`src/include/rst_seq_consts.svh`:
```
// Timing constants and functional notes for the reset sequencing logic
// Functional notes
// Board holds external reset asserted at least 1 ms before release; the board model holds it 8 clocks.
// External reset is asynchronous to the clock; synchronised internally before use.
// Clock must run more than four periods while external reset is asserted.
// External reset overrides a watchdog reset in progress; external exit timing applies.
// External override leaves the watchdog reset-cause flag cleared.
// Watchdog-only reset exits a fixed count of clocks after the timeout.
// First instruction fetch starts about 6.5 clocks after external reset release.
// Reset output is asserted whenever the device is being reset, any cause.
// Reset output stays high two clocks after external reset deasserts.
// First valid bus cycle starts about 4.5 clocks after external reset release.
// Each of two UART channels picks processor or alternate serial clock independently.
// Reset abandons activity and clears logic; execution starts at vector FFFF0h.
// Internal reset synchroniser has two stages, async assert, sync release.
`ifndef RST_SEQ_CONSTS_SVH
`define RST_SEQ_CONSTS_SVH
`define CLK_PERIOD_NS     10
`define EXT_HOLD_MS       1
`define EXT_HOLD_CYC      ((`EXT_HOLD_MS * 1000000) / `CLK_PERIOD_NS)
`define SYNC_STAGES       2
`define OUT_HOLD_CYC      2
`define BUS_START_CYC     4
`define FETCH_START_CYC   6
`define WDOG_EXIT_CYC     65536
`define RESET_VECTOR      20'hFFFF0
`define CNT_W             17
`endif

```
`src/include/rst_seq_pkg.sv`:
```
// Types shared by the reset sequencing logic
package rst_seq_pkg;
  typedef enum logic [2:0] {ST_RUN, ST_EXT, ST_EXT_EXIT, ST_WDOG, ST_WDOG_EXIT} seq_e;
  typedef struct packed {
    logic        core_reset;
    logic        bus_enable;
    logic        fetch_enable;
    logic [19:0] fetch_addr;
  } cpu_ctl_s;
  typedef struct packed {
    logic ch0_use_alt;
    logic ch1_use_alt;
  } uart_sel_s;
endpackage

```
`src/core/rst_sync.sv`:
```
// Two-stage reset synchroniser, asynchronous assert and synchronous release
`timescale 1ns/100ps
module rst_sync (
  input  wire logic clk,        // System clock
  input  wire logic arst,       // Asynchronous reset, active high
  output logic      srst        // Synchronised reset, active high
);
  logic stage1_q;
  logic stage2_q;
  // First stage feeds only the second
  always_ff @(posedge clk or posedge arst) begin
    if (arst) begin
      stage1_q <= 1'b1;
      stage2_q <= 1'b1;
    end else begin
      stage1_q <= 1'b0;
      stage2_q <= stage1_q;
    end
  end
  assign srst = stage2_q;
endmodule

```
`src/core/reset_sequencing_logic.sv`:
```
// Reset sequencer: external and watchdog reset arbitration and exit timing
`timescale 1ns/100ps
`include "rst_seq_consts.svh"
module reset_sequencing_logic (
  input  wire logic                   clk,                   // System clock, 100 MHz
  input  wire logic                   nrst,                  // Power-on reset, active low
  input  wire logic                   ext_reset_in,          // Board reset, active high, async
  input  wire logic                   wdog_timeout,          // Watchdog timeout pulse
  input  wire rst_seq_pkg::uart_sel_s uart_sel,              // Per-channel clock choice
  input  wire logic                   alt_serial_clock_in,   // Alternate serial clock
  output logic                        sys_reset_out,         // Reset to peripherals, high
  output logic                        wdog_reset_cause_flag, // Last reset was watchdog
  output rst_seq_pkg::cpu_ctl_s       cpu_ctl,               // Core reset/bus/fetch control
  output logic [1:0]                  uart_clk_sel           // Registered alt-clock selects
);
  import rst_seq_pkg::*;

  // ----------------------------------------------------------------
  // Reset release
  // ----------------------------------------------------------------
  logic n1_q, n2_q, rst_n;
  always_ff @(posedge clk or negedge nrst) begin
    if (!nrst) begin
      n1_q <= 1'b0;
      n2_q <= 1'b0;
    end else begin
      n1_q <= 1'b1;
      n2_q <= n1_q;
    end
  end
  assign rst_n = n2_q;

  logic ext_sync;
  rst_sync u_ext_sync (
    .clk  (clk),
    .arst (ext_reset_in),
    .srst (ext_sync)
  );

  // ----------------------------------------------------------------
  // Sequencer
  // ----------------------------------------------------------------
  seq_e             state_q;
  logic [`CNT_W-1:0] cnt_q;

  // Terminal count of the watchdog hold, shared by the sequencer and its checks
  function automatic logic wdog_done(input logic [`CNT_W-1:0] cnt);
    return cnt == `CNT_W'(`WDOG_EXIT_CYC - 1);
  endfunction

  always_ff @(posedge clk or negedge rst_n) begin
    if (!rst_n) begin
      state_q <= ST_EXT;
      cnt_q   <= '0;
    end else begin
      unique case (state_q)
        ST_RUN: begin
          cnt_q <= '0;
          if (ext_sync) state_q <= ST_EXT;
          else if (wdog_timeout) state_q <= ST_WDOG;
        end
        ST_EXT: begin
          cnt_q <= '0;
          if (!ext_sync) state_q <= ST_EXT_EXIT;
        end
        ST_EXT_EXIT: begin
          if (ext_sync) begin
            state_q <= ST_EXT;
            cnt_q   <= '0;
          // Leave two edges early: the state step and the fetch flop each cost one
          end else if (cnt_q == `CNT_W'(`FETCH_START_CYC - `SYNC_STAGES - 2)) begin
            state_q <= ST_RUN;
          end else begin
            cnt_q <= cnt_q + 1'b1;
          end
        end
        ST_WDOG: begin
          if (ext_sync) begin
            state_q <= ST_EXT;
            cnt_q   <= '0;
          end else if (wdog_done(cnt_q)) begin
            state_q <= ST_WDOG_EXIT;
            cnt_q   <= '0;
          end else begin
            cnt_q <= cnt_q + 1'b1;
          end
        end
        ST_WDOG_EXIT: begin
          cnt_q <= '0;
          if (ext_sync) state_q <= ST_EXT;
          else state_q <= ST_RUN;
        end
      endcase
    end
  end

  // ----------------------------------------------------------------
  // Outputs
  // ----------------------------------------------------------------
  // Sync delays release by two clocks, which also gives the output hold
  always_ff @(posedge clk or negedge rst_n) begin
    if (!rst_n) begin
      sys_reset_out <= 1'b1;
    end else begin
      sys_reset_out <= ext_sync || (state_q == ST_WDOG) ||
                       (state_q == ST_RUN && wdog_timeout);
    end
  end

  always_ff @(posedge clk or negedge rst_n) begin
    if (!rst_n) begin
      wdog_reset_cause_flag <= 1'b0;
    end else if (ext_sync) begin
      wdog_reset_cause_flag <= 1'b0;
    end else if (state_q == ST_WDOG_EXIT) begin
      wdog_reset_cause_flag <= 1'b1;
    end
  end

  always_ff @(posedge clk or negedge rst_n) begin
    if (!rst_n) begin
      cpu_ctl <= '{core_reset: 1'b1, bus_enable: 1'b0, fetch_enable: 1'b0,
                   fetch_addr: `RESET_VECTOR};
    end else begin
      cpu_ctl.core_reset   <= (state_q != ST_RUN) || ext_sync;
      cpu_ctl.bus_enable   <= (state_q == ST_RUN) ||
                              (state_q == ST_EXT_EXIT &&
                               cnt_q >= `CNT_W'(`BUS_START_CYC - `SYNC_STAGES - 1));
      cpu_ctl.fetch_enable <= (state_q == ST_RUN) && !ext_sync;
      cpu_ctl.fetch_addr   <= `RESET_VECTOR;
    end
  end

  // Plain per-channel selects; glitch-free muxing lives with the UARTs
  always_ff @(posedge clk or negedge rst_n) begin
    if (!rst_n) begin
      uart_clk_sel <= 2'h0;
    end else begin
      uart_clk_sel <= {uart_sel.ch1_use_alt, uart_sel.ch0_use_alt};
    end
  end

  // ----------------------------------------------------------------
  // Checks
  // ----------------------------------------------------------------
  ext_wins_a: assert property (@(posedge clk) disable iff (!rst_n)
    (state_q == ST_WDOG && ext_sync) |=> state_q == ST_EXT)
    else $error("external reset did not override watchdog");
  flag_clear_a: assert property (@(posedge clk) disable iff (!rst_n)
    ext_sync |=> !wdog_reset_cause_flag)
    else $error("cause flag set during external reset");
  out_hold_a: assert property (@(posedge clk) disable iff (!rst_n)
    $fell(ext_sync) |-> sys_reset_out ##1 !sys_reset_out)
    else $error("reset out hold wrong");
  wdog_out_a: assert property (@(posedge clk) disable iff (!rst_n)
    (state_q == ST_WDOG) |=> sys_reset_out)
    else $error("reset out low in watchdog reset");
  fetch_time_a: assert property (@(posedge clk) disable iff (!rst_n)
    ($fell(ext_sync) && state_q == ST_EXT) |-> !cpu_ctl.fetch_enable [*5]
      ##1 cpu_ctl.fetch_enable)
    else $error("fetch start timing wrong");
  bus_time_a: assert property (@(posedge clk) disable iff (!rst_n)
    ($fell(ext_sync) && state_q == ST_EXT) |-> !cpu_ctl.bus_enable [*3]
      ##1 cpu_ctl.bus_enable)
    else $error("bus start timing wrong");
  wdog_exit_a: assert property (@(posedge clk) disable iff (!rst_n)
    (state_q == ST_WDOG && !ext_sync && wdog_done(cnt_q))
      |=> state_q == ST_WDOG_EXIT)
    else $error("watchdog exit count wrong");
  vector_a: assert property (@(posedge clk) disable iff (!rst_n)
    $rose(cpu_ctl.fetch_enable) |-> cpu_ctl.fetch_addr == `RESET_VECTOR)
    else $error("fetch not from reset vector");

  // ----------------------------------------------------------------
  // Checks: entry into reset
  // ----------------------------------------------------------------
  wdog_entry_a: assert property (@(posedge clk) disable iff (!rst_n)
    (state_q == ST_RUN && wdog_timeout && !ext_sync)
      |=> (sys_reset_out && state_q == ST_WDOG))
    else $error("watchdog timeout did not start a reset");
  ext_out_a: assert property (@(posedge clk) disable iff (!rst_n)
    ext_sync |=> sys_reset_out)
    else $error("reset out low during external reset");
  ext_entry_a: assert property (@(posedge clk) disable iff (!rst_n)
    ((state_q == ST_RUN || state_q == ST_WDOG_EXIT) && ext_sync)
      |=> state_q == ST_EXT)
    else $error("external reset not taken");
  exit_restart_a: assert property (@(posedge clk) disable iff (!rst_n)
    (state_q == ST_EXT_EXIT && ext_sync) |=> state_q == ST_EXT)
    else $error("external reset during exit not taken");

  // ----------------------------------------------------------------
  // Checks: leaving reset
  // ----------------------------------------------------------------
  exit_low_a: assert property (@(posedge clk) disable iff (!rst_n)
    (state_q == ST_EXT_EXIT && !ext_sync) |=> !sys_reset_out)
    else $error("reset out held past external exit");
  wdog_count_a: assert property (@(posedge clk) disable iff (!rst_n)
    (state_q == ST_WDOG && !ext_sync && !wdog_done(cnt_q))
      |=> (state_q == ST_WDOG && cnt_q == $past(cnt_q) + 1'b1))
    else $error("watchdog hold counter did not advance");
  flag_set_a: assert property (@(posedge clk) disable iff (!rst_n)
    (state_q == ST_WDOG_EXIT && !ext_sync) |=> wdog_reset_cause_flag)
    else $error("cause flag not set after watchdog reset");
  wdog_release_a: assert property (@(posedge clk) disable iff (!rst_n)
    (state_q == ST_WDOG_EXIT && !ext_sync)
      |=> (!sys_reset_out && state_q == ST_RUN))
    else $error("watchdog reset not released");

  // ----------------------------------------------------------------
  // Checks: core control and clock selects
  // ----------------------------------------------------------------
  core_held_a: assert property (@(posedge clk) disable iff (!rst_n)
    (state_q != ST_RUN) |=> cpu_ctl.core_reset)
    else $error("core released while in reset");
  fetch_idle_a: assert property (@(posedge clk) disable iff (!rst_n)
    (state_q != ST_RUN) |=> !cpu_ctl.fetch_enable)
    else $error("fetch enabled while in reset");
  run_free_a: assert property (@(posedge clk) disable iff (!rst_n)
    (state_q == ST_RUN && !ext_sync)
      |=> (!cpu_ctl.core_reset && cpu_ctl.fetch_enable))
    else $error("core not running after reset");
  bus_idle_a: assert property (@(posedge clk) disable iff (!rst_n)
    (state_q == ST_EXT || state_q == ST_WDOG || state_q == ST_WDOG_EXIT)
      |=> !cpu_ctl.bus_enable)
    else $error("bus enabled while in reset");
  bus_order_a: assert property (@(posedge clk) disable iff (!rst_n)
    cpu_ctl.fetch_enable |-> cpu_ctl.bus_enable)
    else $error("fetch enabled before bus");
  uart_sel_a: assert property (@(posedge clk) disable iff (!rst_n)
    1'b1 |=> uart_clk_sel == {$past(uart_sel.ch1_use_alt), $past(uart_sel.ch0_use_alt)})
    else $error("uart clock select not registered");
endmodule

```
`config.mk`:
```
export PLATFORM = sky130hd
export DESIGN_NAME = reset_sequencing_logic
export DESIGN_NICKNAME = d
export VERILOG_FILES = /design/src/include/rst_seq_pkg.sv /design/src/core/rst_sync.sv /design/src/core/reset_sequencing_logic.sv
export VERILOG_INCLUDE_DIRS = /design/src /design/src/include
export SDC_FILE = /design/constraint.sdc
export NUM_CORES = 1
export LEC_CHECK = 0
export BUFFER_PORTS_ARGS = -buffer_cell sky130_fd_sc_hd__buf_4
export CAP_MARGIN = 20
export CORE_MARGIN = 2
export CORE_UTILIZATION = 43
export CTS_CLUSTER_SIZE = 12
export DETAILED_ROUTE_END_ITERATION = 16
export PLACE_DENSITY = 0.75
export SETUP_SLACK_MARGIN = 0.05
export SLEW_MARGIN = 20
export SYNTH_ARGS = -nofsm -noshare
export SYNTH_HDL_FRONTEND = slang
export SYNTH_HIERARCHICAL = 1
export SYNTH_SLANG_ARGS = --single-unit
export TNS_END_PERCENT = 100
```
`constraint.sdc`:
```
create_clock -name clk -period 2.62 [get_ports clk]
set_input_delay 0.131 -clock clk [delete_from_list [all_inputs] [get_ports clk]]
set_output_delay 0.131 -clock clk [all_outputs]
set_load 0.005 [all_outputs]
```
==> run summary, run 1 <==
Site Rows: 22
Post-synth top flop: dfrtp_1
num ports: 34
final count of hold timing violations: 0
nets@finish: 209
initial DRC count: 29
ratio of cells with drive above 1 in the final layout: 20.7%
Clock Tree Buf Depth: 2
Post-Route WL: 2840 um
r2r setup slk: 0.20 ns
DRT Pass-1 Iters: 4
die height: 66.2 um
final worst-path cycle share: 92.4%
R2R Path Start: cnt_q[10]
Setup crit end kind: flip-flop
slowest cell on the critical path: dfrtp_1
cells after synthesis: 172
Num CTS Buffers: 5
share of the synthesized area in the top cell type: 39.2%
Diodes inserted: 0
Leakage: 0.863 nW
setup repair after global routing missed its margin: no
outcome: finished, final reports clean
global route overflow: 0
Yosys top cell by area: dfrtp_1
post-route ant nets: 0
clock transition at the registers of the reported paths: 0.07 ns
clk sinks: 31
Startpoint Class: flip-flop
hold wc startpoint: wdog_timeout
HPWL after DPL: 2040 um
Min-Delay Endpoint: state_q[0]
crit-path most repeated cell: and3_1
Initial Util: 45.0%
async set-reset flop share out of synthesis: 100%
Die Area: 4380 um2
Post-synth EDFFs: 0
WL per Instance: 11.6 um
post-synthesis cell type count: 43
count of pins over their slew limit: 0
power per cell area: 495 nW/um2
crit path DAT: 2.64 ns
Max Fclk: 413 MHz
detailed-route via count: 1,206
H-tree lvl count: 2
Seq cells post-synth: 31
crit path max fanout: 12
number of global-route vias before repair: 1,110
setup violators final: 0
post-CTS setup buffers: 0
pin count of the biggest net entering global routing: 27
Fill cells: 356
synthesized area per cell: 9.66 um2
initial antenna violation count: 0
Worst VDD drop: 0.000413 V
cell family with most CP delay: simple AND/OR/NAND/NOR gates
number of max-cap violations: 0
Synth Warn #: 6
DR DRC count: 0
total negative slack: 0 ns
R2R depth: 8
Inst Count DP: 234
Global Route Usage Sum: 15.1%
CTS tree: built
Layout area overhead: 13.9%
Data required, critical path: 2.84 ns
most frequent cells in the layout: dfrtp_1, conb_1, nor2_1, buf_4, nand2_1
Clk Latency, worst-skew pair: 0.28 ns
number of port buffers: 12
Hold WC Path Type: input pin to flip-flop
relative slew slack: 62.4%
leading cell type in the layout, fill and taps excluded: dfrtp_1
CORE AREA: 3690 um2
share of the yosys chip area belonging to registers: 47.1%
Slew @ Worst Pin: 0.565 ns
Mapped Area: 1660 um2
cell chain of the critical path: and4_2 -> and3_1 -> and3_1 -> ha_1 -> a21bo_2 -> a21o_2 -> or4_1 -> nand2_1
first-pass GRT wire length: 5000 um
die outline width: 66.2 um
synth top area cells: dfrtp_1, buf_4, dfstp_2
worst path bufs/invs: 0
Hold Path Cell Cnt: 3
Placer Congestion: 0.820
RR Endpoint: cnt_q[12]
delay of the slowest critical-path stage: 0.43 ns
Tmin final: 2.42 ns
clock skew: 0.00730 ns
drt via density: 4.90
Final Non-Filler Cells: 246
Root Buffer: clkbuf_8
worst setup path class: flip-flop to flip-flop
sequential cells by signal, summed over array words and instances (netlist names):
| register | count |
|---|---|
| cnt_q | 17 |
| cpu_ctl | 3 |
| state_q | 3 |
| uart_clk_sel | 2 |
| n1_q | 1 |
| n2_q | 1 |
| sys_reset_out | 1 |
| u_ext_sync/srst | 1 |
| u_ext_sync/stage1_q | 1 |
| wdog_reset_cause_flag | 1 |
where the power goes:
part / switching [mW] / internal (mW)
clock: 0.170 / 0.181
combinational: 0.0366 / 0.0341
sequential: 0.0175 / 0.497
total: 0.224 / 0.712
cells by family after synthesis:
group | Yosys count | synth area share, %
buf+inv | 31 | 11.6
simple gates | 70 | 22.9
flops | 31 | 47.1
fa+ha+maj | 5 | 3.77
other cells | 3 | 0.678
xor+xnor | 8 | 4.22
compound gates | 23 | 9.11
mux | 1 | 0.678
metal layers:
layer / up-vias / wire length, um / global-route usage [%]
met2: 22 / 1330 / 22.3
met3: 5 / 92 / 3.58
li1: 600 / - / -
met4: 0 / 52 / 6.89
met5: - / 0 / 0
met1: 579 / 1370 / 20.8
timing repair:
action                                 CTS  global route
hold buffers                             4             0
setup endpoints to repair                0             2
endpoints found under the hold margin    6             0
resized for setup                        0             1
worst min-delay path, cell delays in order:
cell and delay (ns):
buf_4 0.09, a31oi_1 0.07, o211ai_1 0.08
layout make-up:
| class | instances | area, um2 | share of cell area (%) |
|---|---|---|---|
| repair buffers | 22 | 175 | 9.26 |
| inverters | 8 | 30.0 | 1.59 |
| clock inverters | 3 | 15.0 | 0.794 |
| well taps | 48 | 60.1 | 3.17 |
| clock buffers | 5 | 68.8 | 3.64 |
| multi-input cells | 129 | 759 | 40.1 |
| flip-flops and latches | 31 | 783 | 41.4 |
synth_stat cells, types with 2 or more instances:
cell	number
xor2_1	6
buf_4	20
a21oi_1	6
o22ai_1	2
ha_1	5
and3_1	4
conb_1	3
nand4_1	7
nor2_1	18
dfrtp_1	26
nor3_1	4
inv_1	8
clkbuf_1	2
o21ai_0	3
a31oi_1	2
or3_1	2
nand2b_1	2
nand2_1	12
o211ai_1	2
nor4_1	4
xnor2_1	2
nand3_1	6
nand3b_1	2
dfstp_2	5
how the worst max path moves through the flow:
stage | startpoint | endpoint | slack, ns | depth (start not counted)
floorplan | cnt_q[0] | cnt_q[12] | 0.39 | 9
detailed placement | cnt_q[10] | cnt_q[12] | 0.20 | 8
CTS | cnt_q[10] | cnt_q[12] | 0.15 | 8
global placement | cnt_q[11] | cnt_q[12] | 0.24 | 8
global route | cnt_q[10] | cnt_q[12] | 0.07 | 8
finish | cnt_q[10] | cnt_q[12] | 0.20 | 8
stage by stage:
stage                     utilization (%)  total power [mW]  instance area, um2  hold slack [ns]  setup WS (ns)
after CTS                            51.2             0.946                1890            0.128          0.151
after global routing                 51.3             0.980                1890            0.166         0.0691
after floorplan                         -             0.579                1730           -0.165          0.394
final                                51.3             0.936                1890            0.133          0.198
after global placement               47.9             0.587                1770          -0.0851          0.241
after detailed placement             47.9             0.588                1770          -0.0853          0.201
Note: power is estimated with default switching activity, not from simulation.
==> inputs of run 2 (changes only) <==
- HOLD_SLACK_MARGIN: default -> 0.12
- SYNTH_HIERARCHICAL: 1 -> default
==> run summary, run 2 <==
initial antenna violation count: 0 (unchanged)
number of max-cap violations: 0 (unchanged)
Max Fclk: 430 MHz (+4.0%)
final worst-path cycle share: 88.9% (-3.6 points)
die outline width: 67.7 um (+2.4%)
Diodes inserted: 0 (unchanged)
Synth Warn #: 0 (-6)
Site Rows: 23 (+4.5%)
Post-Route WL: 3010 um (+5.8%)
Yosys top cell by area: dfrtp_1
Top reg by flops: cnt_q
final worst setup slack: 0.292 ns (+0.0942 ns)
synthesized area per cell: 10.0 um2 (+3.9%)
top cells by count, synth: dfrtp_1, buf_4, nor2_1
post-synthesis cell type count: 41 (-4.7%)
R2R depth: 10 (+2)
nets@finish: 208 (-0.48%)
Global Route Usage Sum: 14.8% (-0.29 points)
R2R Path Start: cnt_q[1]
total power: 1.14 mW (+22%)
HPWL after DPL: 2140 um (+5.2%)
r2r setup slk: 0.29 ns (+0.09 ns)
DR DRC count: 0 (unchanged)
Fill cells: 388 (+9.0%)
Hold WC Path Type: input pin to asynchronous set/reset pin
cells after synthesis: 174 (+1.2%)
post-route ant nets: 0 (unchanged)
RR Endpoint: cnt_q[2]
worst setup path class: flip-flop to flip-flop
Root Buffer: clkbuf_8
outcome: finished, final reports clean
crit path DAT: 2.53 ns (-0.11 ns)
detailed-route via count: 1,232 (+2.2%)
share of the synthesized area in the top cell type: 37.2% (-1.9 points)
total negative slack: 0 ns (unchanged)
WL per Instance: 12.2 um (+5.4%)
cell chain of the critical path: ha_1 -> nand2_1 -> nor2_1 -> nand3_1 -> inv_1 -> ha_1 -> a21boi_1 -> o21bai_2 -> or3_2 -> o22ai_1
Clock Tree Buf Depth: 2 (unchanged)
Mapped Area: 1750 um2 (+5.1%)
Num CTS Buffers: 5 (unchanged)
origin of the worst setup path: cnt_q[1]
count of pins over their slew limit: 0 (unchanged)
Startpoint Class: flip-flop
largest registers: cnt_q (17), cpu_ctl (3), state_q (3)
crit path max fanout: 8 (-4)
Layout area overhead: 11.4%
most frequent cells in the layout: dfrtp_1, conb_1, nor2_1
Post-synth top flop: dfrtp_1
Worst Setup EP: cnt_q[2]
max reg flops: 17 (unchanged)
power per cell area: 585 nW/um2 (+18%)
Initial Util: 44.3% (-0.74 points)
count leader, synth: dfrtp_1
post_cts resized: 0 (unchanged)
Seq cells post-synth: 31 (unchanged)
clock skew: 0.00522 ns (-0.00208 ns)
Worst VDD drop: 0.000292 V (-29%)
drt via density: 4.99 (+1.7%)
Setup crit end kind: flip-flop
global route overflow: 0 (unchanged)
crit-path most repeated cell: ha_1
leading cell type in the layout, fill and taps excluded: dfrtp_1
first-pass GRT wire length: 5090 um (+1.7%)
final count of hold timing violations: 0 (unchanged)
DRT Pass-1 Iters: 4 (unchanged)
async set-reset flop share out of synthesis: 100% (unchanged)
share of the yosys chip area belonging to registers: 44.8% (-2.3 points)
clk sinks: 31 (unchanged)
Post-synth EDFFs: 0 (unchanged)
number of global-route vias before repair: 1,127 (+1.5%)
synth top area cells: dfrtp_1, buf_4, dfstp_2
Leakage: 0.914 nW (+5.9%)
ratio of cells with drive above 1 in the final layout: 22.3% (+1.6 points)
Placer Congestion: 0.792 (-3.4%)
H-tree lvl count: 2 (unchanged)
slowest cell on the critical path: dfrtp_1
setup repair after global routing missed its margin: no
clock transition at the registers of the reported paths: 0.06 ns (about the same)
CORE AREA: 3940 um2 (+6.9%)
pin count of the biggest net entering global routing: 26 (-3.7%)
CTS tree: built
num ports: 34 (unchanged)
setup violators final: 0 (unchanged)
Clk Latency, worst-skew pair: 0.28 ns (about the same)
number of port buffers: 12 (unchanged)
Data required, critical path: 2.82 ns (-0.02 ns)
delay of the slowest critical-path stage: 0.46 ns (+0.03 ns)
initial DRC count: 83 (+190%)
die height: 67.7 um (+2.4%)
Die Area: 4590 um2 (+4.8%)
Place WS: 0.291 ns (+0.0900 ns)
Tmin final: 2.33 ns (-0.0942 ns)
-- run 2: changes by cell type after synthesis, moves of 4 or more --
cell     previous run  this run
inv_1               8        12
nand2_1            12         7
nand4_1             7         1
xnor2_1             2         8
-- run 2: cell families (layout without fill, tap and decap cells) --
group,after synthesis,after routing,synth area share [%]
flip-flops,31,31,44.8
other,2,22,0.430
buffers and inverters,38,41,13.5
AO/OA/AOI/OAI,20,20,7.31
adder cells (fa/ha/maj),5,5,3.58
multiplexers,2,2,1.29
XOR/XNOR,11,11,5.52
AND/OR/NAND/NOR,65,65,23.6
-- run 2: per-layer routing --
layer	routed length, um	part of all wire [%]	global-route usage [%]	vias to the layer above
li1	-	-	-	591
met1	1300	43	18.7	599
met2	1530	51	24.1	40
met3	158	5.3	3.50	2
met4	25	0.83	6.12	0
met5	0	0	0	-
-- run 2: per-stage QoR --
| stage | std cells | util, % | cell area (um2) | hold slack (ns) |
|---|---|---|---|---|
| finish | 247 | 49.3 | 1950 | 0.176 |
| global route | 247 | 49.3 | 1950 | 0.190 |
| CTS | 247 | 49.3 | 1950 | 0.172 |
| detailed placement | 234 | 46.0 | 1810 | -0.0825 |
| global placement | 234 | 46.0 | 1810 | -0.0870 |
| floorplan | 194 | - | 1820 | -0.165 |
-- run 2: worst min-delay path by stage --
stage,from,end,cells past startpoint
floorplan,nrst,n1_q,0
global placement,nrst,n2_q,1
detailed placement,nrst,n2_q,1
CTS,nrst,n2_q,2
global route,nrst,n2_q,2
finish,nrst,n2_q,2
-- run 2: cell type report --
type	instances	area [um2]	share of cell area, %
inverter	12	45.0	2.32
tap	50	62.6	3.22
clock buffer	7	76.3	3.92
clock inverter	1	5.00	0.257
sequential	31	782	40.2
multi-input combinational	125	805	41.4
timing repair buffer	21	170	8.75
-- run 2: report_power, final --
part           internal (mW)  switching (mW)  total, mW
Sequential             0.530          0.0510      0.581
Clock                  0.186           0.165      0.351
Combinational         0.0977           0.110      0.207
Total                  0.813           0.325       1.14
-- run 2: worst max-delay path: cells and delay by family, from the launching register on --
kind / cells / cell delay (ns)
AO/OA/AOI/OAI: 3 / 0.39
adder cells (fa/ha/maj): 2 / 0.48
AND/OR/NAND/NOR: 4 / 0.85
buffers and inverters: 1 / 0.06
flip-flops: 1 / 0.46
-- run 2: timing repair --
action                                 in CTS  in global routing
setup endpoints to repair                   0                  0
hold buffers                                5                  0
endpoints found under the hold margin       8                  0
buffers inserted                            0                  0
